**config.mk**
```make
export PLATFORM = sky130hd
export DESIGN_NAME = bpc_top
export DESIGN_NICKNAME = d
export VERILOG_FILES = /design/src/rtl/bpc_pkg.sv /design/src/rtl/bpc_top.sv /design/src/rtl/bpc_beeper.sv
export SDC_FILE = /design/constraint.sdc
export NUM_CORES = 1
export LEC_CHECK = 0
export ABC_AREA = 0
export BUFFER_PORTS_ARGS = -buffer_cell sky130_fd_sc_hd__buf_2
export CAP_MARGIN = 30
export CORE_MARGIN = 4
export CORE_UTILIZATION = 40
export DETAILED_ROUTE_END_ITERATION = 10
export GPL_ROUTABILITY_DRIVEN = 0
export HOLD_SLACK_MARGIN = 0.05
export PLACE_DENSITY_LB_ADDON = 0.2
export RECOVER_POWER = 25
export SETUP_SLACK_MARGIN = 0.15
export SYNTH_ARGS = -nofsm -noshare
export SYNTH_HDL_FRONTEND = slang
export SYNTH_HIERARCHICAL = 1
export SYNTH_SLANG_ARGS = --single-unit
```
**constraint.sdc**
```tcl
create_clock -name ref_clk_i -period 3.2 [get_ports ref_clk_i]
set_input_delay 0.32 -clock ref_clk_i [delete_from_list [all_inputs] [get_ports ref_clk_i]]
set_output_delay 0.32 -clock ref_clk_i [all_outputs]
set_load 0.005 [all_outputs]
```
**src/rtl/bpc_pkg.sv**
```systemverilog
// constants shared by the board power control block
package bpc_pkg;
	// power sequencer states, one-hot
	typedef enum logic [5:0] {
		BPC_OFF = 6'h01,
		BPC_BOOT = 6'h02,
		BPC_ON = 6'h04,
		BPC_SHUT = 6'h08,
		BPC_CYCLE = 6'h10,
		BPC_FAULT = 6'h20
	} bpc_state_t;

	// requested sleep state codes from the chipset
	localparam logic [2:0] BPC_SLP_S0 = 3'h0;
	localparam logic [2:0] BPC_SLP_S3 = 3'h3;
	localparam logic [2:0] BPC_SLP_S5 = 3'h5;

	// watchdog action codes
	localparam logic BPC_WDT_OFF = 1'h0;
	localparam logic BPC_WDT_CYCLE = 1'h1;

	// lockout mask bit positions
	localparam int BPC_LK_PWR = 0;
	localparam int BPC_LK_RST = 1;
	localparam int BPC_LK_DIAG = 2;
	localparam int BPC_LK_IDENT = 3;

	// timing in microseconds, clock at 50 MHz
	localparam int BPC_CLK_MHZ = 50;
	localparam int BPC_BOOT_US = 100;
	localparam int BPC_CYCLE_US = 200;
	localparam int BPC_BEEP_US = 40;
	localparam int BPC_BOOT_CYC = BPC_BOOT_US * BPC_CLK_MHZ;
	localparam int BPC_CYCLE_CYC = BPC_CYCLE_US * BPC_CLK_MHZ;
	localparam int BPC_BEEP_CYC = BPC_BEEP_US * BPC_CLK_MHZ;
	localparam int BPC_BEEPS_FAULT = 3;
	localparam int BPC_BEEPS_SLEEP = 1;
endpackage

```
**src/rtl/bpc_top.sv**
```systemverilog
// board power control: request arbitration, sleep states, front panel
// Notes on behaviour
// [RULE1] each power button press toggles system power
// [RULE2] watchdog expiry powers off or cycles per configured action
// [RULE3] chassis commands request power on, off or cycle
// [RULE4] power retention turns power on when AC returns
// [RULE5] chipset sleep signal drives system into or out of soft-off
// [RULE6] in working state fans follow sensor speed, buttons work
// [RULE7] front panel power LED is never driven here
// [RULE8] fans stopped in soft-off
// [RULE9] power, reset, diag, identify buttons unlocked in soft-off
// [RULE10] leaving soft-off always runs the full boot sequence
// [RULE11] only S0 and S5; S3 on workstation only; others rejected
// [RULE12] identify LED lit by button press or command
// [RULE13] system status LED driven, all button presses monitored
// [RULE14] secure lockout disables selected front panel buttons
// [RULE15] power-good loss while on is a power fault
// [RULE16] fault conditions emit beep code patterns
// [RULE17] off beats cycle, cycle beats on, in the same cycle
`timescale 1ns/100ps
module bpc_top #(
	parameter int BOOT_CYC = bpc_pkg::BPC_BOOT_CYC,
	parameter int CYCLE_CYC = bpc_pkg::BPC_CYCLE_CYC,
	parameter int BEEP_CYC = bpc_pkg::BPC_BEEP_CYC,
	parameter bit WORKSTATION = 1'b0
) (
	// clock and reset
	input wire logic ref_clk_i,
	input wire logic rst_i,
	// front panel buttons, one-cycle press pulses, and level lockout mask
	input wire logic pwr_btn_i,
	input wire logic rst_btn_i,
	input wire logic diag_btn_i,
	input wire logic ident_btn_i,
	input wire logic [3:0] lockout_i,
	// internal power sources, one-cycle pulses; watchdog action and retention enable are levels
	input wire logic wdt_expire_i,
	input wire logic wdt_action_i,
	input wire logic cmd_on_i,
	input wire logic cmd_off_i,
	input wire logic cmd_cycle_i,
	input wire logic cmd_ident_on_i,
	input wire logic cmd_ident_off_i,
	input wire logic ac_restored_i,
	input wire logic retain_en_i,
	input wire logic wol_i,
	// chipset side
	input wire logic [2:0] chipset_hub_slp_i,
	input wire logic chipset_hub_slp_vld_i,
	input wire logic pwr_good_i,
	// sensor fan demand
	input wire logic [7:0] fan_demand_i,
	// outputs
	output logic pwr_en_o,
	output logic sys_rst_o,
	output logic diag_int_o,
	output logic [7:0] fan_pwm_o,
	output logic chassis_identify_led_o,
	output logic status_led_o,
	output logic beep_o,
	output logic sleep_reject_o,
	output logic [3:0] btn_seen_o,
	output logic [2:0] acpi_state_o
);
	bpc_pkg::bpc_state_t state_r, state_nxt;
	logic [31:0] cnt_r;
	logic [3:0] lk;
	logic pwr_btn_ok, rst_btn_ok, diag_btn_ok, ident_btn_ok;
	logic req_on, req_off, req_cycle;
	logic slp_ok, slp_s5, slp_s0;
	logic fault_ev, beep_busy, beep_start;
	logic [3:0] beep_cnt;
	logic fault_r;

	// [RULE9] soft-off lifts lockout
	assign lk = (state_r == bpc_pkg::BPC_OFF) ? 4'h0 : lockout_i;
	// [RULE14] lockout masks buttons
	assign pwr_btn_ok = pwr_btn_i && !lk[bpc_pkg::BPC_LK_PWR];
	assign rst_btn_ok = rst_btn_i && !lk[bpc_pkg::BPC_LK_RST];
	assign diag_btn_ok = diag_btn_i && !lk[bpc_pkg::BPC_LK_DIAG];
	assign ident_btn_ok = ident_btn_i && !lk[bpc_pkg::BPC_LK_IDENT];

	// [RULE11] legal sleep requests only
	assign slp_s0 = chipset_hub_slp_i == bpc_pkg::BPC_SLP_S0;
	assign slp_s5 = chipset_hub_slp_i == bpc_pkg::BPC_SLP_S5;
	assign slp_ok = slp_s0 || slp_s5 ||
		(WORKSTATION && chipset_hub_slp_i == bpc_pkg::BPC_SLP_S3);

	// [RULE1] button toggles power
	// [RULE5] chipset sleep enters or leaves soft-off
	always_comb begin
		req_on = 1'b0;
		req_off = 1'b0;
		req_cycle = 1'b0;
		if (state_r == bpc_pkg::BPC_OFF) begin
			// [RULE4] AC return powers on
			req_on = pwr_btn_ok || cmd_on_i || wol_i ||
				(ac_restored_i && retain_en_i) ||
				(chipset_hub_slp_vld_i && slp_s0);
			req_cycle = cmd_cycle_i;
			req_off = cmd_off_i;
		end else begin
			req_off = pwr_btn_ok || cmd_off_i ||
				(wdt_expire_i && wdt_action_i == bpc_pkg::BPC_WDT_OFF) ||
				(chipset_hub_slp_vld_i && slp_s5);
			// [RULE2] watchdog cycle action
			req_cycle = cmd_cycle_i ||
				(wdt_expire_i && wdt_action_i == bpc_pkg::BPC_WDT_CYCLE);
			// [RULE3] chassis on while powered is a no-op
			req_on = cmd_on_i;
		end
	end
	// [RULE15] power-good lost while running
	assign fault_ev = (state_r == bpc_pkg::BPC_ON) && !pwr_good_i;

	// [RULE17] off, then cycle, then on
	always_comb begin
		state_nxt = state_r;
		unique case (state_r)
			bpc_pkg::BPC_OFF: begin
				if (req_off)
					state_nxt = bpc_pkg::BPC_OFF;
				else if (req_cycle || req_on)
					// [RULE10] always full boot
					state_nxt = bpc_pkg::BPC_BOOT;
			end
			bpc_pkg::BPC_BOOT: begin
				if (req_off)
					state_nxt = bpc_pkg::BPC_SHUT;
				else if (req_cycle)
					state_nxt = bpc_pkg::BPC_CYCLE;
				else if (cnt_r == 32'h0 && pwr_good_i)
					state_nxt = bpc_pkg::BPC_ON;
				else if (cnt_r == 32'h0)
					state_nxt = bpc_pkg::BPC_FAULT;
			end
			bpc_pkg::BPC_ON: begin
				if (req_off)
					state_nxt = bpc_pkg::BPC_SHUT;
				else if (req_cycle)
					state_nxt = bpc_pkg::BPC_CYCLE;
				else if (fault_ev)
					state_nxt = bpc_pkg::BPC_FAULT;
			end
			bpc_pkg::BPC_SHUT:
				state_nxt = bpc_pkg::BPC_OFF;
			bpc_pkg::BPC_CYCLE: begin
				if (req_off)
					state_nxt = bpc_pkg::BPC_OFF;
				else if (cnt_r == 32'h0)
					state_nxt = bpc_pkg::BPC_BOOT;
			end
			bpc_pkg::BPC_FAULT:
				state_nxt = bpc_pkg::BPC_OFF;
			default:
				state_nxt = bpc_pkg::BPC_OFF;
		endcase
	end

	always_ff @(posedge ref_clk_i or posedge rst_i) begin
		if (rst_i)
			state_r <= bpc_pkg::BPC_OFF;
		else
			state_r <= state_nxt;
	end

	// boot and off-time counter, loaded on entry
	always_ff @(posedge ref_clk_i or posedge rst_i) begin
		if (rst_i)
			cnt_r <= 32'h0;
		else if (state_nxt != state_r &&
				state_nxt == bpc_pkg::BPC_BOOT)
			cnt_r <= 32'(BOOT_CYC - 1);
		else if (state_nxt != state_r &&
				state_nxt == bpc_pkg::BPC_CYCLE)
			cnt_r <= 32'(CYCLE_CYC - 1);
		else if (cnt_r != 32'h0)
			cnt_r <= cnt_r - 32'h1;
	end

	// rail enable held through boot and run; reset held during boot
	always_ff @(posedge ref_clk_i or posedge rst_i) begin
		if (rst_i) begin
			pwr_en_o <= 1'b0;
			sys_rst_o <= 1'b1;
		end else begin
			pwr_en_o <= state_nxt == bpc_pkg::BPC_BOOT ||
				state_nxt == bpc_pkg::BPC_ON;
			sys_rst_o <= state_nxt != bpc_pkg::BPC_ON ||
				(rst_btn_ok && state_r == bpc_pkg::BPC_ON);
		end
	end

	// [RULE6] fans follow sensors when on
	// [RULE8] fans stopped in soft-off
	always_ff @(posedge ref_clk_i or posedge rst_i) begin
		if (rst_i)
			fan_pwm_o <= 8'h00;
		else if (state_r == bpc_pkg::BPC_ON ||
				state_r == bpc_pkg::BPC_BOOT)
			fan_pwm_o <= fan_demand_i;
		else
			fan_pwm_o <= 8'h00;
	end

	// [RULE12] identify by button or command
	always_ff @(posedge ref_clk_i or posedge rst_i) begin
		if (rst_i)
			chassis_identify_led_o <= 1'b0;
		else if (ident_btn_ok)
			chassis_identify_led_o <= ~chassis_identify_led_o;
		else if (cmd_ident_on_i)
			chassis_identify_led_o <= 1'b1;
		else if (cmd_ident_off_i)
			chassis_identify_led_o <= 1'b0;
	end

	// sticky fault; cleared only by next successful power-on
	always_ff @(posedge ref_clk_i or posedge rst_i) begin
		if (rst_i)
			fault_r <= 1'b0;
		else if (state_nxt == bpc_pkg::BPC_FAULT)
			fault_r <= 1'b1;
		else if (state_nxt == bpc_pkg::BPC_ON)
			fault_r <= 1'b0;
	end

	// [RULE13] status LED and press monitor
	// [RULE7] no power LED output by design
	always_ff @(posedge ref_clk_i or posedge rst_i) begin
		if (rst_i) begin
			status_led_o <= 1'b0;
			btn_seen_o <= 4'h0;
			diag_int_o <= 1'b0;
			sleep_reject_o <= 1'b0;
		end else begin
			status_led_o <= !fault_r && state_r == bpc_pkg::BPC_ON;
			btn_seen_o <= {ident_btn_i, diag_btn_i, rst_btn_i, pwr_btn_i};
			diag_int_o <= diag_btn_ok && state_r == bpc_pkg::BPC_ON;
			// [RULE11] reject unsupported sleep
			sleep_reject_o <= chipset_hub_slp_vld_i && !slp_ok;
		end
	end

	always_ff @(posedge ref_clk_i or posedge rst_i) begin
		if (rst_i)
			acpi_state_o <= bpc_pkg::BPC_SLP_S5;
		else if (state_r == bpc_pkg::BPC_ON)
			acpi_state_o <= bpc_pkg::BPC_SLP_S0;
		else
			acpi_state_o <= bpc_pkg::BPC_SLP_S5;
	end

	// [RULE16] beep on fault or rejected sleep
	assign beep_start = !beep_busy &&
		(state_nxt == bpc_pkg::BPC_FAULT && state_r != state_nxt ||
		chipset_hub_slp_vld_i && !slp_ok);
	assign beep_cnt = (state_nxt == bpc_pkg::BPC_FAULT) ?
		4'(bpc_pkg::BPC_BEEPS_FAULT) : 4'(bpc_pkg::BPC_BEEPS_SLEEP);

	bpc_beeper #(
		.BEEP_CYC(BEEP_CYC)
	) u_beeper (
		.ref_clk_i(ref_clk_i),
		.rst_i(rst_i),
		.start_i(beep_start),
		.count_i(beep_cnt),
		.busy_o(beep_busy),
		.beep_o(beep_o)
	);
endmodule

```
**src/rtl/bpc_beeper.sv**
```systemverilog
// diagnostic beep code generator
`timescale 1ns/100ps
module bpc_beeper #(
	parameter int BEEP_CYC = bpc_pkg::BPC_BEEP_CYC
) (
	// clock and reset
	input wire logic ref_clk_i,
	input wire logic rst_i,
	// request
	input wire logic start_i,
	input wire logic [3:0] count_i,
	// output
	output logic busy_o,
	output logic beep_o
);
	logic [31:0] tick_r;
	logic [4:0] phase_r;

	assign busy_o = (phase_r != 5'h00);

	// each beep is one on slot then one off slot
	always_ff @(posedge ref_clk_i or posedge rst_i) begin
		if (rst_i) begin
			tick_r <= 32'h0;
			phase_r <= 5'h00;
		end else if (!busy_o) begin
			if (start_i && count_i != 4'h0) begin
				phase_r <= {count_i, 1'b0};
				tick_r <= 32'(BEEP_CYC - 1);
			end
		end else if (tick_r == 32'h0) begin
			phase_r <= phase_r - 5'h01;
			tick_r <= 32'(BEEP_CYC - 1);
		end else begin
			tick_r <= tick_r - 32'h1;
		end
	end

	always_ff @(posedge ref_clk_i or posedge rst_i) begin
		if (rst_i)
			beep_o <= 1'b0;
		else
			beep_o <= busy_o && phase_r[0] == 1'b0 && !(tick_r == 32'h0);
	end
endmodule

```
# Yosys cells after proc, flatten, opt, wreduce, memory -nomap -nowiden
# Index checks and enable logic that the tools add are counted.
dict set report totals {
  ff_bits 98
  mem_bits_rw 0
  mem_count 0
  rom_bits 0
  latch_bits 0
  input_bits 33
}
dict set report classes {
  div 0
  reduce_logical 56
  n_eq_ne 13
  order_cmp 0
  multipliers 0
  shift 0
  bitwise 3
  mux 33
  addsub 3
}
# operator n
set op_table {}
lappend op_table {{32-bit two-way mux} 6}
lappend op_table {{6-bit two-way mux} 11}
lappend op_table {{32-bit zero test} 2}
lappend op_table {{32-bit by 1-bit subtractor with 32-bit output (second input constant)} 2}
lappend op_table {{32-bit nonzero test} 1}
lappend op_table {{6-bit case mux with 4 select lines} 1}
lappend op_table {{1-bit logical AND} 22}
lappend op_table {{5-bit two-way mux} 3}
lappend op_table {{1-bit logical OR} 14}
lappend op_table {{6-bit by 2-bit equality test with 1-bit output (second input constant)} 2}
lappend op_table {{6-bit by 3-bit equality test with 1-bit output (second input constant)} 2}
lappend op_table {{6-bit by 5-bit equality test with 1-bit output (second input constant)} 2}
lappend op_table {{6-bit inequality test} 2}
lappend op_table {{1-bit zero test} 9}
lappend op_table {{1-bit two-way mux} 8}
lappend op_table {{8-bit two-way mux} 1}
lappend op_table {{6-bit by 1-bit equality test with 1-bit output (second input constant)} 1}
lappend op_table {{6-bit equality test (second input constant)} 1}
lappend op_table {{6-bit by 3-bit inequality test with 1-bit output (second input constant)} 1}
lappend op_table {{3-bit nonzero test} 2}
lappend op_table {{5-bit nonzero test} 1}
lappend op_table {{5-bit by 1-bit subtractor with 5-bit output (second input constant)} 1}
lappend op_table {{4-bit two-way mux} 1}
lappend op_table {{2-bit nonzero test} 2}
lappend op_table {{other kinds (8)} 10}

# Longest topological paths before layout
dict set report depth {
  depth_word 20
  ltp_mapped 15
  mapped_depth_nobuf 13
}

# Modules after synthesis
# The synthesis kept the hierarchy.
# module area_each_um2 cells_each instances
set modules_own_cells {}
lappend modules_own_cells {bpc_top 2941.6 299 1}
lappend modules_own_cells {bpc_beeper 2229.6 249 1}

# Least setup slack after synthesis
# Ideal clock, no wire load.
dict set report synth_path {
  path_type {register to register}
  start {reg cnt_r[0]}
  end {reg u_beeper.tick_r[28]}
  arrival_ps 3117
  slack_ps -51
  stages_incl_launch_ff 16
  setup_time_ps 133
  required_time_ps 3067
  cell_sequence {dfrtp_1 > inv_1 > ha_1 > nor4b_1 > nand2_1 > nor3b_2 > o21ai_0 > nor2_1 > nor2_1 > nor2_1 > o21ai_0 > and2_1 > clkbuf_1 > clkbuf_1 > o21ai_0 > o41ai_1}
}
dict set report synth_via {
  elab_cells_between_ends 18
}
# element line
set synth_rtl {}
lappend synth_rtl {{start, declared} bpc_top.sv:66} ;# logic [31:0] cnt_r;
lappend synth_rtl {{start signal, assigned} bpc_top.sv:173} ;# cnt_r <= 32'(BOOT_CYC - 1);
lappend synth_rtl {{start signal, assigned} bpc_top.sv:176} ;# cnt_r <= 32'(CYCLE_CYC - 1);
lappend synth_rtl {{start signal, assigned} bpc_top.sv:178} ;# cnt_r <= cnt_r - 32'h1;
lappend synth_rtl {{32-bit zero test *} {bpc_top.sv:132, bpc_top.sv:134, bpc_top.sv:150}}
lappend synth_rtl {{6-bit two-way mux or 1-bit logical AND (tied branches)} {bpc_top.sv:134, bpc_top.sv:132}}
lappend synth_rtl {{6-bit two-way mux} bpc_top.sv:132} ;# else if (cnt_r == 32'h0 && pwr_good_i)
lappend synth_rtl {{6-bit two-way mux} bpc_top.sv:130} ;# else if (req_cycle)
lappend synth_rtl {{6-bit two-way mux} bpc_top.sv:128} ;# if (req_off)
lappend synth_rtl {{6-bit case mux with 4 select lines *} bpc_top.sv:119} ;# unique case (state_r)
lappend synth_rtl {{6-bit equality test *} bpc_top.sv:258} ;# assign beep_cnt = (state_nxt == bpc_pkg::BPC_FAULT) ?
lappend synth_rtl {{2-bit two-way mux *} bpc_top.sv:258}
lappend synth_rtl {{net beep_cnt[1]} bpc_top.sv:72} ;# logic [3:0] beep_cnt;
lappend synth_rtl {{4-bit nonzero test *} bpc_beeper.sv:27} ;# if (start_i && count_i != 4'h0) begin
lappend synth_rtl {{1-bit logical AND *} bpc_beeper.sv:27}
lappend synth_rtl {{2-bit nonzero test (no line) *} --}
lappend synth_rtl {{end signal, assigned} bpc_beeper.sv:29} ;# tick_r <= 32'(BEEP_CYC - 1);
lappend synth_rtl {{end signal, assigned} bpc_beeper.sv:33} ;# tick_r <= 32'(BEEP_CYC - 1);
lappend synth_rtl {{end signal, assigned} bpc_beeper.sv:35} ;# tick_r <= tick_r - 32'h1;
lappend synth_rtl {{end, declared} bpc_beeper.sv:16} ;# logic [31:0] tick_r;
# Mark *: on every way through the listed nets, which the timed path passes. The rest lies on a longest branch.
# A chain may end at the register's enable or synchronous reset.

# Worst setup path after layout
dict set report layout_path {
  start {reg state_r[5]}
  end {reg cnt_r[1]}
}
dict set report layout_via {
  elab_chain_len 17
  elab_cells_between_ends 39
}
# element line
set layout_rtl {}
lappend layout_rtl {{start, declared} bpc_top.sv:65} ;# bpc_pkg::bpc_state_t state_r, state_nxt;
lappend layout_rtl {{start signal, assigned} bpc_top.sv:162} ;# state_r <= bpc_pkg::BPC_OFF;
lappend layout_rtl {{start signal, assigned} bpc_top.sv:164} ;# state_r <= state_nxt;
lappend layout_rtl {{6-bit by 1-bit equality test with 1-bit output} {bpc_top.sv:76, bpc_top.sv:95, bpc_top.sv:119}}
lappend layout_rtl {{4-bit two-way mux} bpc_top.sv:76} ;# assign lk = (state_r == bpc_pkg::BPC_OFF) ? 4'h0 : lockout_i;
lappend layout_rtl {{1-bit zero test} bpc_top.sv:78} ;# assign pwr_btn_ok = pwr_btn_i && !lk[bpc_pkg::BPC_LK_PWR];
lappend layout_rtl {{1-bit logical AND} bpc_top.sv:78}
lappend layout_rtl {{1-bit logical OR (3 in a row)} bpc_top.sv:97} ;# req_on = pwr_btn_ok || cmd_on_i || wol_i ||
lappend layout_rtl {{1-bit logical OR} bpc_top.sv:98} ;# (ac_restored_i && retain_en_i) ||
lappend layout_rtl {{1-bit two-way mux} bpc_top.sv:95} ;# if (state_r == bpc_pkg::BPC_OFF) begin
lappend layout_rtl {{1-bit logical OR} bpc_top.sv:123} ;# else if (req_cycle || req_on)
lappend layout_rtl {{6-bit two-way mux} bpc_top.sv:123}
lappend layout_rtl {{6-bit two-way mux} bpc_top.sv:121} ;# if (req_off)
lappend layout_rtl {{6-bit case mux with 4 select lines} bpc_top.sv:119}
lappend layout_rtl {{6-bit inequality test or 6-bit by 5-bit equality test with 1-bit output (tied branches)} {bpc_top.sv:171, bpc_top.sv:174, bpc_top.sv:175}}
lappend layout_rtl {{1-bit logical AND} bpc_top.sv:174} ;# else if (state_nxt != state_r &&
lappend layout_rtl {{32-bit two-way mux} bpc_top.sv:174}
lappend layout_rtl {{32-bit two-way mux} bpc_top.sv:171} ;# else if (state_nxt != state_r &&
# Parallel ways exist; a longest one is shown, timed or not.

==> summary by stage <==
Outcome
The flow ran to the end, and the final reports show no timing, DRC or antenna violations.

Logic synthesis
The sequential cell area fraction in the yosys report is 46.53%. Summing the areas of all compound-gate instances in the mapped netlist gives 14.40% of the synthesized area. In the post-synthesis netlist, the biggest area contributors are sky130_fd_sc_hd__dfrtp_1 (45%), sky130_fd_sc_hd__nor3_1 (3.8%), sky130_fd_sc_hd__nand2_1 (3.3%).

The share of synthesized area in the top cell type comes to 45.00%. Ranked by instance count, the synthesized netlist is headed by sky130_fd_sc_hd__dfrtp_1 (93), sky130_fd_sc_hd__nand2_1 (46), sky130_fd_sc_hd__nor2_1 (45). Yosys instantiated no cell more often than sky130_fd_sc_hd__dfrtp_1.

The fraction of synthesis flops using an asynchronous set or reset pin is 100.0%. The post-synthesis average cell area is 9.437 um^2. The number of synthesized register bits is 96. In this run the cell area of the synthesized design comes to 5171 um^2. Synthesis produced a netlist whose cell count is 548.

The parity-gate share of the synthesized area counting xor and xnor cells is 5.420%. By area, the combinational part of the netlist is dominated by simple AND/OR/NAND/NOR gates. The synthesized netlist contains 70 unique library cells.

The simple-gate share of the synthesized area is 28.12%. The total number of yosys warnings is 6. The synthesized netlist devotes 0.7259% of its cell area to adder and majority cells. The most used flip-flop cell after synthesis is sky130_fd_sc_hd__dfrtp_1.

The multiplexer share of the synthesized area is 0.3871%. The number of synthesized flops with an enable pin is 0. Summed over all instances, the cell type with the most area after synthesis is sky130_fd_sc_hd__dfrtp_1.

Floorplan
The total I/O pin count is 55. The die width is 121.7 um. The floorplan has 41 rows. The floorplan die area is 14810 um^2. The core region is 12620 um^2.

The floorplan die height is 121.7 um. For this configuration, the core starts out at a cell density of 40.98%.

Route
The ratio of routed vias to standard cells is 5.635. The detailed-route DRC error count is 0. The detailed router finished its first iteration with 336 violations. The average wire per standard cell is 16.15 um. The iteration count of the initial detailed-routing pass is 5. The met3 wirelength from detailed routing is 490 um. The count of nets left with antenna violations after detail routing is 0.

The highest metal layer with signal wires is met4. The total via count after detailed routing is 4457. The post-detailed-routing wire length is 12770 um. The detailed-routing wirelength on met1 is 5740 um. After detailed routing, the met2 layer carries 6314 um of wire.

Global routing
The aggregate global routing overflow is 0. The via count of the first global-routing pass is 4496. The number of antenna violations at the first check in global routing was 0. The all-layer global routing usage is 18.13%. Entering global routing, the biggest net connects 27 pins.

The first-pass GRT wire length is 21710 um.

Critical path
The largest stage delay on the critical path is 0.45 ns. The worst path required time is 3.43 ns. Measured in cells, the most critical reg-to-reg path has a length of 8. The endpoint type of the worst setup path is a register. The critical path start-end classification is register to register. The register-to-register setup slack is 0.33 ns. The slowest stage of the critical path belongs to the cell sky130_fd_sc_hd__dfrtp_1. Of all nets on the critical path, the largest fanout is 13. Data on the critical path arrives at its endpoint at 3.10 ns.

Walking the worst path, the cells encountered are or3_1 -> nor3b_1 -> buf_4 -> a21oi_1 -> a2111oi_2 -> o41ai_1 -> o31a_1 -> or3_1. STA classifies the critical path startpoint as a register. The cell type with the highest occurrence count on the critical path is sky130_fd_sc_hd__or3_1.

Place
The count of port buffers added during placement is 53. The half-perimeter wire length of the detailed placement result is 8969 um. The instance area after placement is 5731 um^2. Including well taps, the total number of placed cells is 774. Prior to clock tree synthesis, the placed netlist has a worst setup slack of 0.1019 ns.

Cells and area
The area growth from synthesis to layout is 16.84%. Summing all non-filler instances in the final layout gives an area of 6042 um^2. The count of cells in the finished layout, fillers not included, comes to 791. The number of filler cells placed in the layout is 1251. Registers take 2406 um^2. The post-route netlist has 18.09% of its cells at a drive strength greater than 1. Summing all multi-input logic gate instances after layout gives 2610 um^2. The number of nets in the finished design is 650.

The fraction of the core area covered by cells at the end of the flow is 47.88%. The number of antenna cells inserted is 0.

Power and ir drop
The combinational share of power is 33.3%. The worst vdd rail ir drop is 0.3413 mV. The total net switching power is 1.573 mW. The static leakage power is 2.650 nW. Cell internal power was estimated by the tool at 2.678 mW. The power share of the sequential group is 41.7%. After layout, the design draws a total of 4.251 mW.

The clock share of power is 25.1%. Net switching is 37.00% of the power. In this run the power density over the cells is 703.5 nW/um^2.

STA
The fmax is 348.0 MHz. Setup repair after global routing could not meet its margin everywhere. The ratio of final minimum period to clock period is 89.81%.

Setup violations remaining at the end of the flow were counted as 0. Hold timing on the final database bottoms out at a slack of 0.09372 ns. The worst relative slew slack is 39.70%. The slack of the critical path is 0.3261 ns. Across the routed clock network, the largest skew measured is 0.007077 ns.

Subtracting the final worst setup slack from the clock period gives 2.874 ns. The count of final max-slew check failures came to 0. The final total negative setup slack is 0 ns. The final number of hold-violating endpoints is 0. For the pin with the worst max-slew slack, the measured transition is 0.9034 ns.

CTS
The buffer depth of the longest clock path is 2. The tree is rooted in a sky130_fd_sc_hd__clkbuf_16. The later pin in the worst-skew pair is clocked with a latency of 0.35 ns. TritonCTS created 9 clock buffers. The clock tree synthesis step divided the H-tree into 3 levels. For this design, the sink count on the clock tree is 96. The clock transition time at the flip-flop clock pins of the worst setup and hold paths is 0.07 ns.

TritonCTS built the clock tree.

Worst hold path
Counting instances, the worst hold path has a depth of 1. The type of the worst min-delay path is input port to register.

Job
Max-cap violations in this run came to 0.
[routing by layer]
layer  vias to the layer above  GRT usage [%]
met3                        23          2.739
met5                         -              0
met4                         0          7.143
li1                       2136              -
met1                      2198          23.10
met2                       100          31.02
[cell families after synthesis]
group	Yosys count
other	2
adder cells (fa/ha/maj)	3
AO/OA/AOI/OAI	105
XOR/XNOR	32
AND/OR/NAND/NOR	263
multiplexers	2
flip-flops	96
buffers and inverters	45
[worst max-delay path, delay by kind of cell (launching register included)]
family / cells / cell delay [ns]
compound gates: 4 / 1.06
simple gates: 3 / 1.02
flops: 1 / 0.45
buf+inv: 1 / 0.23
[registers in the layout, summed over array words and instances (netlist names), 4 cells and up]
signal / count
cnt_r: 32
u_beeper/tick_r: 32
fan_pwm_o: 8
state_r: 6
u_beeper/phase_r: 5
btn_seen_o: 4
[repair_timing]
item / CTS / global route
setup endpoints to repair: 4 / 52
pin swaps: 0 / 1
buffers inserted: 0 / 0
hold endpoints to repair: 33 / 0
hold buffers: 1 / 0
gates resized for setup: 1 / 5
[path summary, 6_finish.rpt]
path | start | end
worst min-delay path | diag_btn_i | btn_seen_o[2]
worst max-delay path | state_r[5] | cnt_r[1]
min in group asynchronous | rst_i | u_beeper/tick_r[6]
worst max register to register | state_r[5] | cnt_r[1]
worst min register to register | fault_r | status_led_o
max in group asynchronous | rst_i | cnt_r[13]
[power groups by stage]
stage                     Combinational [mW]  Sequential, mW  Clock [mW]
final                                   1.41            1.77        1.07
after detailed placement                1.40            1.78           0
after floorplan                         1.10            1.70           0
after global routing                    1.58            1.81        1.15
after CTS                               1.41            1.76        1.09
after global placement                  1.36            1.76           0
[placed cells by master, fill, tap and decap left out, types with 4 or more instances in the layout]
master,instances
sky130_fd_sc_hd__and2_1,12
sky130_fd_sc_hd__buf_2,41
sky130_fd_sc_hd__clkbuf_1,12
sky130_fd_sc_hd__nand3_1,27
sky130_fd_sc_hd__nand2b_1,5
sky130_fd_sc_hd__or3_1,19
sky130_fd_sc_hd__nor4_1,14
sky130_fd_sc_hd__dfrtp_1,93
sky130_fd_sc_hd__nand2_1,45
sky130_fd_sc_hd__or2_2,4
sky130_fd_sc_hd__conb_1,8
sky130_fd_sc_hd__nor3_1,38
sky130_fd_sc_hd__nand4_1,10
sky130_fd_sc_hd__a21oi_1,14
sky130_fd_sc_hd__inv_1,17
sky130_fd_sc_hd__nor2_1,44
sky130_fd_sc_hd__clkbuf_16,9
sky130_fd_sc_hd__o31ai_1,9
sky130_fd_sc_hd__buf_4,20
sky130_fd_sc_hd__xor2_1,17
sky130_fd_sc_hd__nor3b_2,4
sky130_fd_sc_hd__o21ai_0,20
sky130_fd_sc_hd__a31oi_1,17
sky130_fd_sc_hd__or4_1,7
sky130_fd_sc_hd__xnor2_1,15
[layout make-up]
type,instances,area share (%)
multi-input cells,413,43.20
flip-flops and latches,96,39.82
repair buffers,76,7.455
clock buffers,12,4.411
well taps,172,3.562
inverters,18,1.118
clock inverters,4,0.4349
No activity file was read; power rests on OpenSTA's default activity.
